==> config.mk <==
export PLATFORM = sky130hd
export DESIGN_NAME = tths_sequencer
export DESIGN_NICKNAME = d
export VERILOG_FILES = /design/src/design/tths_pkg.sv /design/src/design/tths_sync_edge.sv /design/src/design/tths_timer.sv /design/src/design/tths_sequencer.sv
export SDC_FILE = /design/constraint.sdc
export NUM_CORES = 1
export LEC_CHECK = 0
export BUFFER_PORTS_ARGS = -buffer_cell sky130_fd_sc_hd__buf_2
export CORE_UTILIZATION = 45
export CTS_CLUSTER_DIAMETER = 200
export DETAILED_ROUTE_END_ITERATION = 16
export GPL_TIMING_DRIVEN = 0
export PLACE_DENSITY = 0.73
export SLEW_MARGIN = 20
export SYNTH_ARGS = -nofsm -noshare
export SYNTH_HDL_FRONTEND = slang
export SYNTH_SLANG_ARGS = --single-unit
export TNS_END_PERCENT = 10
==> constraint.sdc <==
create_clock -name pclk -period 2.6 [get_ports pclk]
set_input_delay 0.26 -clock pclk [delete_from_list [all_inputs] [get_ports pclk]]
set_output_delay 0.26 -clock pclk [all_outputs]
set_load 0.01 [all_outputs]
==> src/design/tths_pkg.sv <==
// Purpose: constants shared by the trigger handshake sequencer
// Assumes: 100 MHz pclk, 32-bit apb data, six trigger bus lines
// Notes:   offsets, fields, reset values, timing and states below
package tths_pkg;
   // register byte offsets
   localparam logic [7:0] CTRL_OFS = 8'h00;
   localparam logic [7:0] LINE_OFS = 8'h04;
   localparam logic [7:0] MCNT_OFS = 8'h08;
   localparam logic [7:0] DLY_OFS  = 8'h0c;
   localparam logic [7:0] STAT_OFS = 8'h10;
   localparam logic [7:0] DONE_OFS = 8'h14;
   // control fields
   localparam int CTRL_SEMI_BIT  = 0;
   localparam int CTRL_SRC_BIT   = 1;
   localparam int CTRL_ARMIM_BIT = 2;
   localparam int CTRL_SCNIM_BIT = 3;
   localparam int CTRL_REARM_BIT = 4;
   // line select fields, three bits each, line #1 is index 0
   localparam int LINE_IN_POS   = 0;
   localparam int LINE_OUT_POS  = 4;
   localparam int LINE_SEMI_POS = 8;
   // reset values
   localparam logic [4:0]  CTRL_RST = 5'h0c;
   localparam logic [10:0] LINE_RST = 11'h010;
   localparam logic [15:0] MCNT_RST = 16'h0000;
   localparam logic [31:0] DLY_RST  = 32'h00000000;
   // timing
   localparam int CLK_NS     = 10;
   localparam int PULSE_NS   = 10000;
   localparam int PULSE_CYC  = (PULSE_NS + CLK_NS - 1) / CLK_NS;
   localparam int SETTLE_NS  = 1000;
   localparam int SETTLE_CYC = (SETTLE_NS + CLK_NS - 1) / CLK_NS;
   localparam int NLINES     = 6;
   // sequencer states
   typedef enum logic [2:0] {
      TTHS_ARM    = 3'b000,
      TTHS_SCAN   = 3'b001,
      TTHS_WAIT   = 3'b010,
      TTHS_MEAS   = 3'b011,
      TTHS_DELAY  = 3'b100,
      TTHS_SIGNAL = 3'b101,
      TTHS_DONE   = 3'b110
   } tths_state_t;
endpackage

==> src/design/tths_sync_edge.sv <==
// Purpose: two-flop synchroniser with edge pulses per line
// Assumes: inputs asynchronous to pclk
// Notes:   edges come from flops two and three only
`timescale 1ns/100ps
module tths_sync_edge #(
   parameter int W = 6
) (
   // clock and reset
   input  wire logic         pclk,
   input  wire logic         presetn,
   // lines
   input  wire logic [W-1:0] line_in,
   output logic      [W-1:0] level,
   output logic      [W-1:0] fall,
   output logic      [W-1:0] rise
);
   logic [W-1:0] meta_reg;
   logic [W-1:0] sync_reg;
   logic [W-1:0] prev_reg;

   initial begin
      if (W < 1) $error("width must be positive");
   end

   // idle bus rests high
   always_ff @(posedge pclk or negedge presetn) begin
      if (!presetn) begin
         meta_reg <= '1;
         sync_reg <= '1;
         prev_reg <= '1;
      end else begin
         meta_reg <= line_in;
         sync_reg <= meta_reg;
         prev_reg <= sync_reg;
      end
   end

   // edge pulses
   assign level = sync_reg;
   assign fall  = prev_reg & ~sync_reg;
   assign rise  = ~prev_reg & sync_reg;
endmodule

==> src/design/tths_timer.sv <==
// Purpose: loadable down counter with one-cycle expiry pulse
// Assumes: load wins over a running count
// Notes:   a value of 0 or 1 expires one cycle after load
`timescale 1ns/100ps
module tths_timer #(
   parameter int W = 32
) (
   // clock and reset
   input  wire logic         pclk,
   input  wire logic         presetn,
   // control
   input  wire logic         load,
   input  wire logic [W-1:0] value,
   output logic              expired
);
   logic [W-1:0] cnt_reg;
   logic         run_reg;

   initial begin
      if (W < 2) $error("timer too narrow");
   end

   // count down while running
   always_ff @(posedge pclk or negedge presetn) begin
      if (!presetn) begin
         cnt_reg <= '0;
         run_reg <= 1'b0;
         expired <= 1'b0;
      end else if (load) begin
         cnt_reg <= value;
         run_reg <= 1'b1;
         expired <= 1'b0;
      end else begin
         expired <= run_reg && (cnt_reg <= W'(1));
         if (run_reg && cnt_reg <= W'(1)) run_reg <= 1'b0;
         if (cnt_reg != '0) cnt_reg <= cnt_reg - W'(1);
      end
   end
endmodule

==> src/design/tths_sequencer.sv <==
// Purpose: trigger handshake sequencer on a shared trigger bus
// Assumes: measurement engine on pclk, apb slave for setup
// Notes:   bus lines are open drain, driven low or released
//
// The APB slave port and the address map were decided locally.
`timescale 1ns/100ps
module tths_sequencer
   import tths_pkg::*;
#(
   parameter int NL = tths_pkg::NLINES
) (
   // clock and reset
   input  wire logic          pclk,
   input  wire logic          presetn,
   // apb slave
   input  wire logic          psel,
   input  wire logic          penable,
   input  wire logic          pwrite,
   input  wire logic [7:0]    paddr,
   input  wire logic [31:0]   pwdata,
   output logic      [31:0]   prdata,
   output logic               pready,
   output logic               pslverr,
   // shared trigger bus
   input  wire logic [NL-1:0] shared_trigger_bus_source_in,
   output logic      [NL-1:0] shared_trigger_bus_source_out,
   output logic      [NL-1:0] shared_trigger_bus_source_oe,
   // measurement engine
   output logic               meas_start,
   input  wire logic          meas_done,
   // status
   output logic               armed
);
   import tths_pkg::*;

   initial begin
      if (NL < 1 || NL > 8) $error("line count must be 1 to 8");
   end

   tths_state_t  state_reg;
   logic [4:0]   ctrl_reg;
   logic [10:0]  line_reg;
   logic [15:0]  mcnt_reg;
   logic [31:0]  dly_reg;
   logic [15:0]  done_cnt_reg;
   logic         first_pass_reg;
   logic         rearm_reg;
   logic         tmr_load_reg;
   logic [31:0]  tmr_val_reg;
   logic         tmr_exp;
   logic [NL-1:0] lvl;
   logic [NL-1:0] fall;
   logic [NL-1:0] rise;
   logic         semi;
   logic         src;
   logic         in_ev;
   logic         rise_ev;
   logic         line_low;
   logic         count_hit;
   logic         count_met;
   logic [31:0]  rd_data;
   logic         rd_ok;
   logic         apb_done;

   // one-hot mask of a line index, none if out of range
   function automatic logic [NL-1:0] line_mask(input logic [2:0] idx);
      logic [NL-1:0] m;
      m = '0;
      for (int i = 0; i < NL; i++) begin
         if (idx == 3'(i)) m[i] = 1'b1;
      end
      return m;
   endfunction

   // bus lines sampled through two flops before edge sensing
   tths_sync_edge #(.W(NL)) u_sync (
      .pclk    (pclk),
      .presetn (presetn),
      .line_in (shared_trigger_bus_source_in),
      .level   (lvl),
      .fall    (fall),
      .rise    (rise)
   );

   // delay, settling and pulse width timer
   tths_timer #(.W(32)) u_tmr (
      .pclk    (pclk),
      .presetn (presetn),
      .load    (tmr_load_reg),
      .value   (tmr_val_reg),
      .expired (tmr_exp)
   );

   // mode decode and trigger selection
   assign semi = ctrl_reg[CTRL_SEMI_BIT];
   assign src  = ctrl_reg[CTRL_SRC_BIT];
   assign in_ev = semi
      ? |(fall & line_mask(line_reg[LINE_SEMI_POS +: 3]))
      : |(fall & line_mask(line_reg[LINE_IN_POS +: 3]));
   // rise only seen once every party has let go
   assign rise_ev = |(rise & line_mask(line_reg[LINE_SEMI_POS +: 3]));
   assign line_low = ~|(lvl & line_mask(line_reg[LINE_SEMI_POS +: 3]));
   assign count_hit = (mcnt_reg != '0) &&
                      (done_cnt_reg + 16'h0001 == mcnt_reg);
   // done count already holds the reading that just ended
   assign count_met = (mcnt_reg != '0) &&
                      (done_cnt_reg == mcnt_reg);

   // apb read mux
   always_comb begin
      rd_data = '0;
      rd_ok   = 1'b1;
      unique case (paddr)
         CTRL_OFS: rd_data = {27'h0, 1'b0, ctrl_reg[3:0]};
         LINE_OFS: rd_data = {21'h0, line_reg};
         MCNT_OFS: rd_data = {16'h0, mcnt_reg};
         DLY_OFS:  rd_data = dly_reg;
         STAT_OFS: rd_data = {16'h0, 8'(lvl), 3'h0,
                              first_pass_reg, armed, state_reg};
         DONE_OFS: rd_data = {16'h0, done_cnt_reg};
         default:  rd_ok   = 1'b0;
      endcase
   end

   // apb handshake, one wait state per access
   assign apb_done = psel && penable && pready;
   always_ff @(posedge pclk or negedge presetn) begin
      if (!presetn) begin
         pready  <= 1'b0;
         prdata  <= '0;
         pslverr <= 1'b0;
      end else begin
         pready  <= psel && penable && !pready;
         pslverr <= psel && penable && !pready && !rd_ok;
         if (psel && penable && !pready && !pwrite && rd_ok)
            prdata <= rd_data;
         else if (apb_done || !psel)
            prdata <= '0;
      end
   end

   // register writes; rearm bit is a self-clearing strobe
   always_ff @(posedge pclk or negedge presetn) begin
      if (!presetn) begin
         ctrl_reg  <= CTRL_RST;
         line_reg  <= LINE_RST;
         mcnt_reg  <= MCNT_RST;
         dly_reg   <= DLY_RST;
         rearm_reg <= 1'b0;
      end else begin
         rearm_reg <= 1'b0;
         if (apb_done && pwrite) begin
            unique case (paddr)
               CTRL_OFS: begin
                  ctrl_reg  <= {1'b0, pwdata[3:0]};
                  rearm_reg <= pwdata[CTRL_REARM_BIT];
               end
               LINE_OFS: line_reg <= pwdata[10:0];
               MCNT_OFS: mcnt_reg <= pwdata[15:0];
               DLY_OFS:  dly_reg  <= pwdata;
               default: ;
            endcase
         end
      end
   end

   // open-drain drive: output value is always low
   always_ff @(posedge pclk or negedge presetn) begin
      if (!presetn) shared_trigger_bus_source_out <= '0;
      else          shared_trigger_bus_source_out <= '0;
   end

   // trigger model sequencer
   always_ff @(posedge pclk or negedge presetn) begin
      if (!presetn) begin
         state_reg      <= TTHS_ARM;
         first_pass_reg <= 1'b1;
         done_cnt_reg   <= '0;
         meas_start     <= 1'b0;
         tmr_load_reg   <= 1'b0;
         tmr_val_reg    <= '0;
         armed          <= 1'b0;
         shared_trigger_bus_source_oe <= '0;
      end else begin
         meas_start   <= 1'b0;
         tmr_load_reg <= 1'b0;
         armed        <= (state_reg != TTHS_DONE);
         if (rearm_reg) begin
            state_reg      <= TTHS_ARM;
            first_pass_reg <= 1'b1;
            done_cnt_reg   <= '0;
            shared_trigger_bus_source_oe <= '0;
         end else begin
            unique case (state_reg)
               // arm layer: immediate passes straight down
               TTHS_ARM: begin
                  if (ctrl_reg[CTRL_ARMIM_BIT] || in_ev)
                     state_reg <= TTHS_SCAN;
               end
               // scan layer: immediate passes straight down
               TTHS_SCAN: begin
                  if (ctrl_reg[CTRL_SCNIM_BIT] || in_ev)
                     state_reg <= TTHS_WAIT;
               end
               // measure layer wait for trigger
               TTHS_WAIT: begin
                  if (src && first_pass_reg) begin
                     first_pass_reg <= 1'b0;
                     meas_start     <= 1'b1;
                     state_reg      <= TTHS_MEAS;
                  end else if (semi && src) begin
                     if (rise_ev) begin
                        meas_start <= 1'b1;
                        state_reg  <= TTHS_MEAS;
                     end
                  end else if (in_ev) begin
                     meas_start <= 1'b1;
                     state_reg  <= TTHS_MEAS;
                     if (semi)
                        shared_trigger_bus_source_oe <=
                           line_mask(line_reg[LINE_SEMI_POS +: 3]);
                  end
               end
               // measurement running
               TTHS_MEAS: begin
                  if (meas_done) begin
                     tmr_load_reg <= 1'b1;
                     tmr_val_reg  <= dly_reg + 32'(SETTLE_CYC);
                     state_reg    <= TTHS_DELAY;
                  end
               end
               // user delay plus settling elapsed
               TTHS_DELAY: begin
                  if (tmr_exp) begin
                     done_cnt_reg <= done_cnt_reg + 16'h0001;
                     if (!semi) begin
                        shared_trigger_bus_source_oe <=
                           line_mask(line_reg[LINE_OUT_POS +: 3]);
                        tmr_load_reg <= 1'b1;
                        tmr_val_reg  <= 32'(PULSE_CYC);
                        state_reg    <= TTHS_SIGNAL;
                     end else if (src) begin
                        shared_trigger_bus_source_oe <=
                           line_mask(line_reg[LINE_SEMI_POS +: 3]);
                        state_reg <= TTHS_SIGNAL;
                     end else begin
                        shared_trigger_bus_source_oe <= '0;
                        state_reg <= count_hit ? TTHS_DONE : TTHS_WAIT;
                     end
                  end
               end
               // output pulse or source pull-down in progress
               TTHS_SIGNAL: begin
                  if (semi ? line_low : tmr_exp) begin
                     shared_trigger_bus_source_oe <= '0;
                     state_reg <= count_met ? TTHS_DONE : TTHS_WAIT;
                  end
               end
               // count reached: triggers ignored until rearm
               TTHS_DONE: state_reg <= TTHS_DONE;
               default: state_reg <= TTHS_ARM;
            endcase
         end
      end
   end
endmodule

==> flow_summary.ini, run 1 <==
[status]
status = finished with violations
failed_checks = negative setup slack

[logic_synthesis]
yosysSeqAreaShare_pct = 48.37
synth_edf_count = 0
async_flop_share_pct = 100.0
ys_seq_elements = 211
synth_area_leaders = dfrtp_1 43%, mux2_2 6.1%, dfstp_2 5.3%
synthesis.area_um2 = 10970
yosysTopAreaCell = dfrtp_1
netlist_instances = 1090
synth_top_area_share_pct = 43.10
avgSynthCellArea_um2 = 10.07
synth_ff_type = dfrtp_1
yosys_warnings = 0
ys_types = 79

[finish]
drive_gt1_share_pct = 22.79
mostFrequentLayoutCell = dfrtp_1
layout_common_cells = 188 x dfrtp_1, 120 x nand2_1, 105 x buf_2, 73 x nor2_1, 59 x mux2_2
fill_cells = 2089
diodes = 0
final_net_count = 1294
final_cell_count_no_fill = 1574
area_growth_pct = 19.57

[worst_setup_path]
critPathCaptureType = flop
reg2reg_depth = 9
crit_path_top_delay_cell = or4_4
worst-setup-path-type = flop to flop
worstPathArrival_ns = 3.05
r2r_slack_ns = -0.003
cpPeakStageDelay_ns = 0.49
crit_buf_inv = 2
required_ns = 3.04
r2r-start = u_tmr.cnt_reg[0]
cp_cell_sequence = inv_1, ha_2, or3b_2, buf_2, or4_4, or3_1, nor3_1, a21oi_1, o21ai_1
crit_fanout = 8
start_kind = flop
crit_family = simple AND/OR/NAND/NOR gates
r2r_end = u_tmr.cnt_reg[18]

[placed_design]
dp_cells = 1508
globalplace.congestion = 0.9164
hpwl_mm = 21.59
io_buffer_count = 92

[floorplan]
die_w_um = 158.2
coreArea_um2 = 23680
design.die.area_um2 = 25010
start_util_pct = 46.33
boundaryPins = 100
die_h_um = 158.2
row_count = 56

[timing]
fin_crit_ns = 2.603
hold_viol_final = 0
tns_ns = -0.002936
relSlewSlack_pct = 52.49
setup_viol = 1
worst_pin_slew_ns = 0.7126
holdWs_ns = 0.002672
maxSlewViolCount = 0
max_freq_ghz = 0.3842
setup_slack_ns = -0.002936
clock_skew_ns = 0.01249
rsz0062_at_grt = true
finalCritPeriodShare_pct = 100.1

[clocking]
cts_max_level = 1
cts_tree = done
cts_buffers = 23
clkTransAtPathRegs_ns = 0.07
clockBufferDepth = 3
cts.sinks = 211
insertion_delay_ns = 0.52
cts-root-buf = clkbuf_16

[routing]
dr.pass1.iters = 5
wl_per_cell_um = 19.16
m1WireLength_mm = 13.08
drc = 0
vias_per_cell = 5.805
top_layer = met4
ant_nets = 0
vias = 9137
wl_met3_mm = 1.325
dr_wl_met2_mm = 14.96
wirelength_mm = 30.16
drtIter0Drc = 598

[power]
leakagePower_nw = 5.845
pwr_density_cell_nw_per_um2 = 701.2
ir_drop_v = 0.0004455

[grt]
grt_remaining_overflow = 0
grt_pass1_vias = 8884
grt_max_degree = 101
gr-usage-all-layers_pct = 24.71
antenna_found_initial = 0
grt_pass1_wl_mm = 48.09

[min_path]
min_from = pwdata[20]
worstHoldPathType = input port to flop
min_path_cells = 2
holdPathEnd = dly_reg[20]

[run]
maxCapViolCount = 0
timing repair:
| action | CTS | global route |
|---|---|---|
| hold buffers | 24 | 0 |
| pin swaps | 1 | 1 |
| endpoints found under the setup margin | 37 | 43 |
| cloned | 0 | 0 |
| hold endpoints to repair | 138 | 0 |
| buffers inserted | 2 | 1 |
| resized for setup | 9 | 24 |
cell type report:
class                      instances  area (µm²)  share of cell area [%]
buffer                            76       334.1                   2.546
clock buffer                      33       684.4                   5.216
clock inverter                     9       155.1                   1.183
inverter                          19       71.32                  0.5436
multi-input combinational        786        5379                   41.00
sequential                       211        5309                   40.46
tap                              319       399.1                   3.042
timing repair buffer             121       788.3                   6.008
cells by family after synthesis:
kind of cell | Yosys count | share of synthesized area, %
and+or+nand+nor | 399 | 18.94
xor gates and xnor gates | 81 | 6.465
AOI/OAI and AO/OA | 218 | 13.64
muxes | 78 | 8.392
other | 1 | 0.03417
adders and majority gates | 4 | 0.4561
DFF | 211 | 48.37
buffers and inverters | 98 | 3.706
through the flow:
stage	power [mW]	area (µm²)	worst slack, ns	utilization (%)
2_1_floorplan	5.011	10990	0.1965	-
3_3_place_gp	5.478	11850	-2.342	50.04
3_5_place_dp	5.541	11920	-0.4520	50.32
4_1_cts	9.170	13050	0.007131	55.09
5_1_grt	9.622	13120	-0.08586	55.40
6_report	9.200	13120	-0.002936	55.40
synth_stat cells (all sizes together), types with 6 or more instances:
cell type,n
nor2b,14
nor2,74
nand2b,12
o31ai,10
nand4,21
xnor2,42
and3,8
a222oi,7
xor2,39
nand3b,6
nor3b,6
or4,10
nand3,34
o21ai,58
mux2i,11
dfrtp,189
nor4,34
inv,19
o22ai,8
or2,6
a22o,24
dfstp,22
a21oi,44
clkbuf,54
nand2,122
buf,25
nor3,27
mux2,62
worst register-to-register path, cell delays in order (launching register included):
cell     delay (ns)
dfrtp_2        0.45
inv_1          0.07
ha_2           0.19
or3b_2         0.45
buf_2          0.20
or4_4          0.50
or3_1          0.35
nor3_1         0.14
a21oi_1        0.06
o21ai_1        0.12
where the power goes:
| group | total, mW | internal [mW] | switching [mW] |
|---|---|---|---|
| logic | 1.60 | 0.649 | 0.955 |
| clock network | 3.59 | 2.23 | 1.36 |
| registers | 4.00 | 3.65 | 0.356 |
| total | 9.20 | 6.53 | 2.67 |
worst max-delay path by stage:
stage / from / endpoint / cells past startpoint
after floorplan: u_tmr.cnt_reg[0] / u_tmr.cnt_reg[18] / 9
after global placement: presetn / done_cnt_reg[6] / 1
after detailed placement: state_reg[2] / state_reg[2] / 7
after CTS: u_tmr.cnt_reg[0] / u_tmr.cnt_reg[18] / 9
after global routing: u_tmr.cnt_reg[1] / u_tmr.cnt_reg[18] / 9
final: u_tmr.cnt_reg[0] / u_tmr.cnt_reg[18] / 9
routing by layer:
layer	vias up	track usage, %
met3	50	3.203
met2	263	41.40
met4	0	7.372
met5	-	0
li1	4241	-
met1	4583	33.38
Power figures use the tool's default switching activity.
==> inputs of run 2 (changes only) <==
RECOVER_POWER = 25   (was unset)
==> run 2 against run 1 <==
  * The flow now finishes without violations
  * Flip-flop and latch count is the same
  * Sequential share of layout area grew 0.14 points
  * Clock-buffer cell count is the same
  * Hold slack lost 0.0024 ns
  * Via count shrank 0.14%
  * Clock power is essentially flat
  * Register-to-register slack is essentially flat
  * Clock skew grew 0.0063 ns
  * Sequential power is essentially flat
  * Worst setup slack gained 0.0036 ns
  * Routed wire length grew 0.12%
  * Combinational power is essentially flat
==> flow_summary.ini, run 2 (synthesis results as in run 1) <==
[finish]
layout_common_cells = 188 x dfrtp_1, 120 x nand2_1, 105 x buf_2, 73 x nor2_1, 59 x mux2_2
final_net_count = 1294
mostFrequentLayoutCell = dfrtp_1
drive_gt1_share_pct = 22.31
diodes = 0
area_growth_pct = 19.17
final_cell_count_no_fill = 1574

[timing]
maxSlewViolCount = 0
worst_pin_slew_ns = 1.448
rsz0062_at_grt = true
clock_skew_ns = 0.01882
setup_slack_ns = 0.0006666
finalCritPeriodShare_pct = 99.97
fin_crit_ns = 2.599
relSlewSlack_pct = 3.448
setup_viol = 0
max_freq_ghz = 0.3847
hold_viol_final = 0

[floorplan]
row_count = 56
coreArea_um2 = 23680
die_h_um = 158.2
die_w_um = 158.2
design.die.area_um2 = 25010
boundaryPins = 100
start_util_pct = 46.33

[routing]
wl_per_cell_um = 19.18
wirelength_mm = 30.20
dr.pass1.iters = 6
drc = 0
vias_per_cell = 5.797
ant_nets = 0
vias = 9124
drtIter0Drc = 603

[grt]
grt_remaining_overflow = 0
grt_pass1_vias = 8884
grt_max_degree = 101
gr-usage-all-layers_pct = 24.71
antenna_found_initial = 0
grt_pass1_wl_mm = 48.09

[power]
pwr_density_cell_nw_per_um2 = 702.7
ir_drop_v = 0.0004496
leakagePower_nw = 5.823

[clocking]
cts-root-buf = clkbuf_16
insertion_delay_ns = 0.52
clockBufferDepth = 3
cts_tree = done
cts_max_level = 1
cts.sinks = 211
clkTransAtPathRegs_ns = 0.07
cts_buffers = 23

[run]
maxCapViolCount = 0

[placed_design]
dp_cells = 1508
pre_cts_slack_ns = -0.4520
globalplace.congestion = 0.9164
io_buffer_count = 92
hpwl_mm = 21.59

[worst_setup_path]
r2r_slack_ns = 0.0007
cpPeakStageDelay_ns = 0.49
reg2reg_depth = 9
r2r_end = u_tmr.cnt_reg[18]
start_kind = flop
worst-setup-path-type = flop to flop
crit_family = simple AND/OR/NAND/NOR gates
critPathCaptureType = flop
r2r-start = u_tmr.cnt_reg[0]
required_ns = 3.05
crit_fanout = 8
cp_cell_sequence = inv_1, ha_2, or3b_2, buf_2, or4_4, or3_1, nor3_1, a21oi_1, o21ai_1
crit_buf_inv = 2
worstPathArrival_ns = 3.05
crit_path_top_delay_cell = or4_4

[min_path]
min_from = pwdata[20]
min_path_cells = 2
holdPathEnd = dly_reg[20]
worstHoldPathType = input port to flop

[status]
status = finished clean
## run 2: worst max-delay path by stage
stage,cells after the start,end,start
finish,9,u_tmr.cnt_reg[18],u_tmr.cnt_reg[0]
detailed placement,7,state_reg[2],state_reg[2]
global placement,1,done_cnt_reg[6],presetn
CTS,9,u_tmr.cnt_reg[18],u_tmr.cnt_reg[0]
floorplan,9,u_tmr.cnt_reg[18],u_tmr.cnt_reg[0]
global route,9,u_tmr.cnt_reg[18],u_tmr.cnt_reg[1]
## run 2: metrics by stage
step	TNS [ns]	power (mW)	instance area, µm²	hold slack [ns]	utilization (%)
final	0	9.188	13080	0.0002439	55.21
after global routing	-1.861	9.611	13080	0.002709	55.21
after CTS	0	9.170	13050	0.0001834	55.09
after detailed placement	-15.10	5.541	11920	0.1306	50.32
after global placement	-476.10	5.478	11850	0.3468	50.04
after floorplan	0	5.011	10990	-0.03559	-
## run 2: layout make-up
type / instances / area, µm²
timing repair buffer: 121 / 744.5
fill: 2095 / 10610
clock buffer: 33 / 684.4
tap: 319 / 399.1
multi-input combinational: 786 / 5379
sequential: 211 / 5309
inverter: 19 / 71.32
clock inverter: 9 / 155.1
buffer: 76 / 334.1
## run 2: where the power goes
part           internal, mW  leakage, nW  total (mW)  switching (mW)
Combinational         0.641         2.63        1.60           0.954
Clock                  2.23        0.410        3.59            1.36
Sequential             3.64         2.78        4.00           0.356
## run 2: worst register-to-register path: stages (launching register included)
cell and delay [ns]:
dfrtp_2 0.45, inv_1 0.07, ha_2 0.19, or3b_2 0.45, buf_2 0.20, or4_4 0.50
or3_1 0.35, nor3_1 0.14, a21oi_1 0.06, o21ai_1 0.12
## run 2: layer usage
metal	track usage [%]	wire length, µm
met4	7.372	764
met3	3.203	1434
met2	41.40	14930
met5	0	0
met1	33.38	13070
## run 2: repair_timing
item,in CTS,in global routing
endpoints found under the hold margin,138,0
hold buffers,24,0
endpoints found under the setup margin,37,43
resized for setup,9,24
pin swaps,1,1
setup buffers,2,1
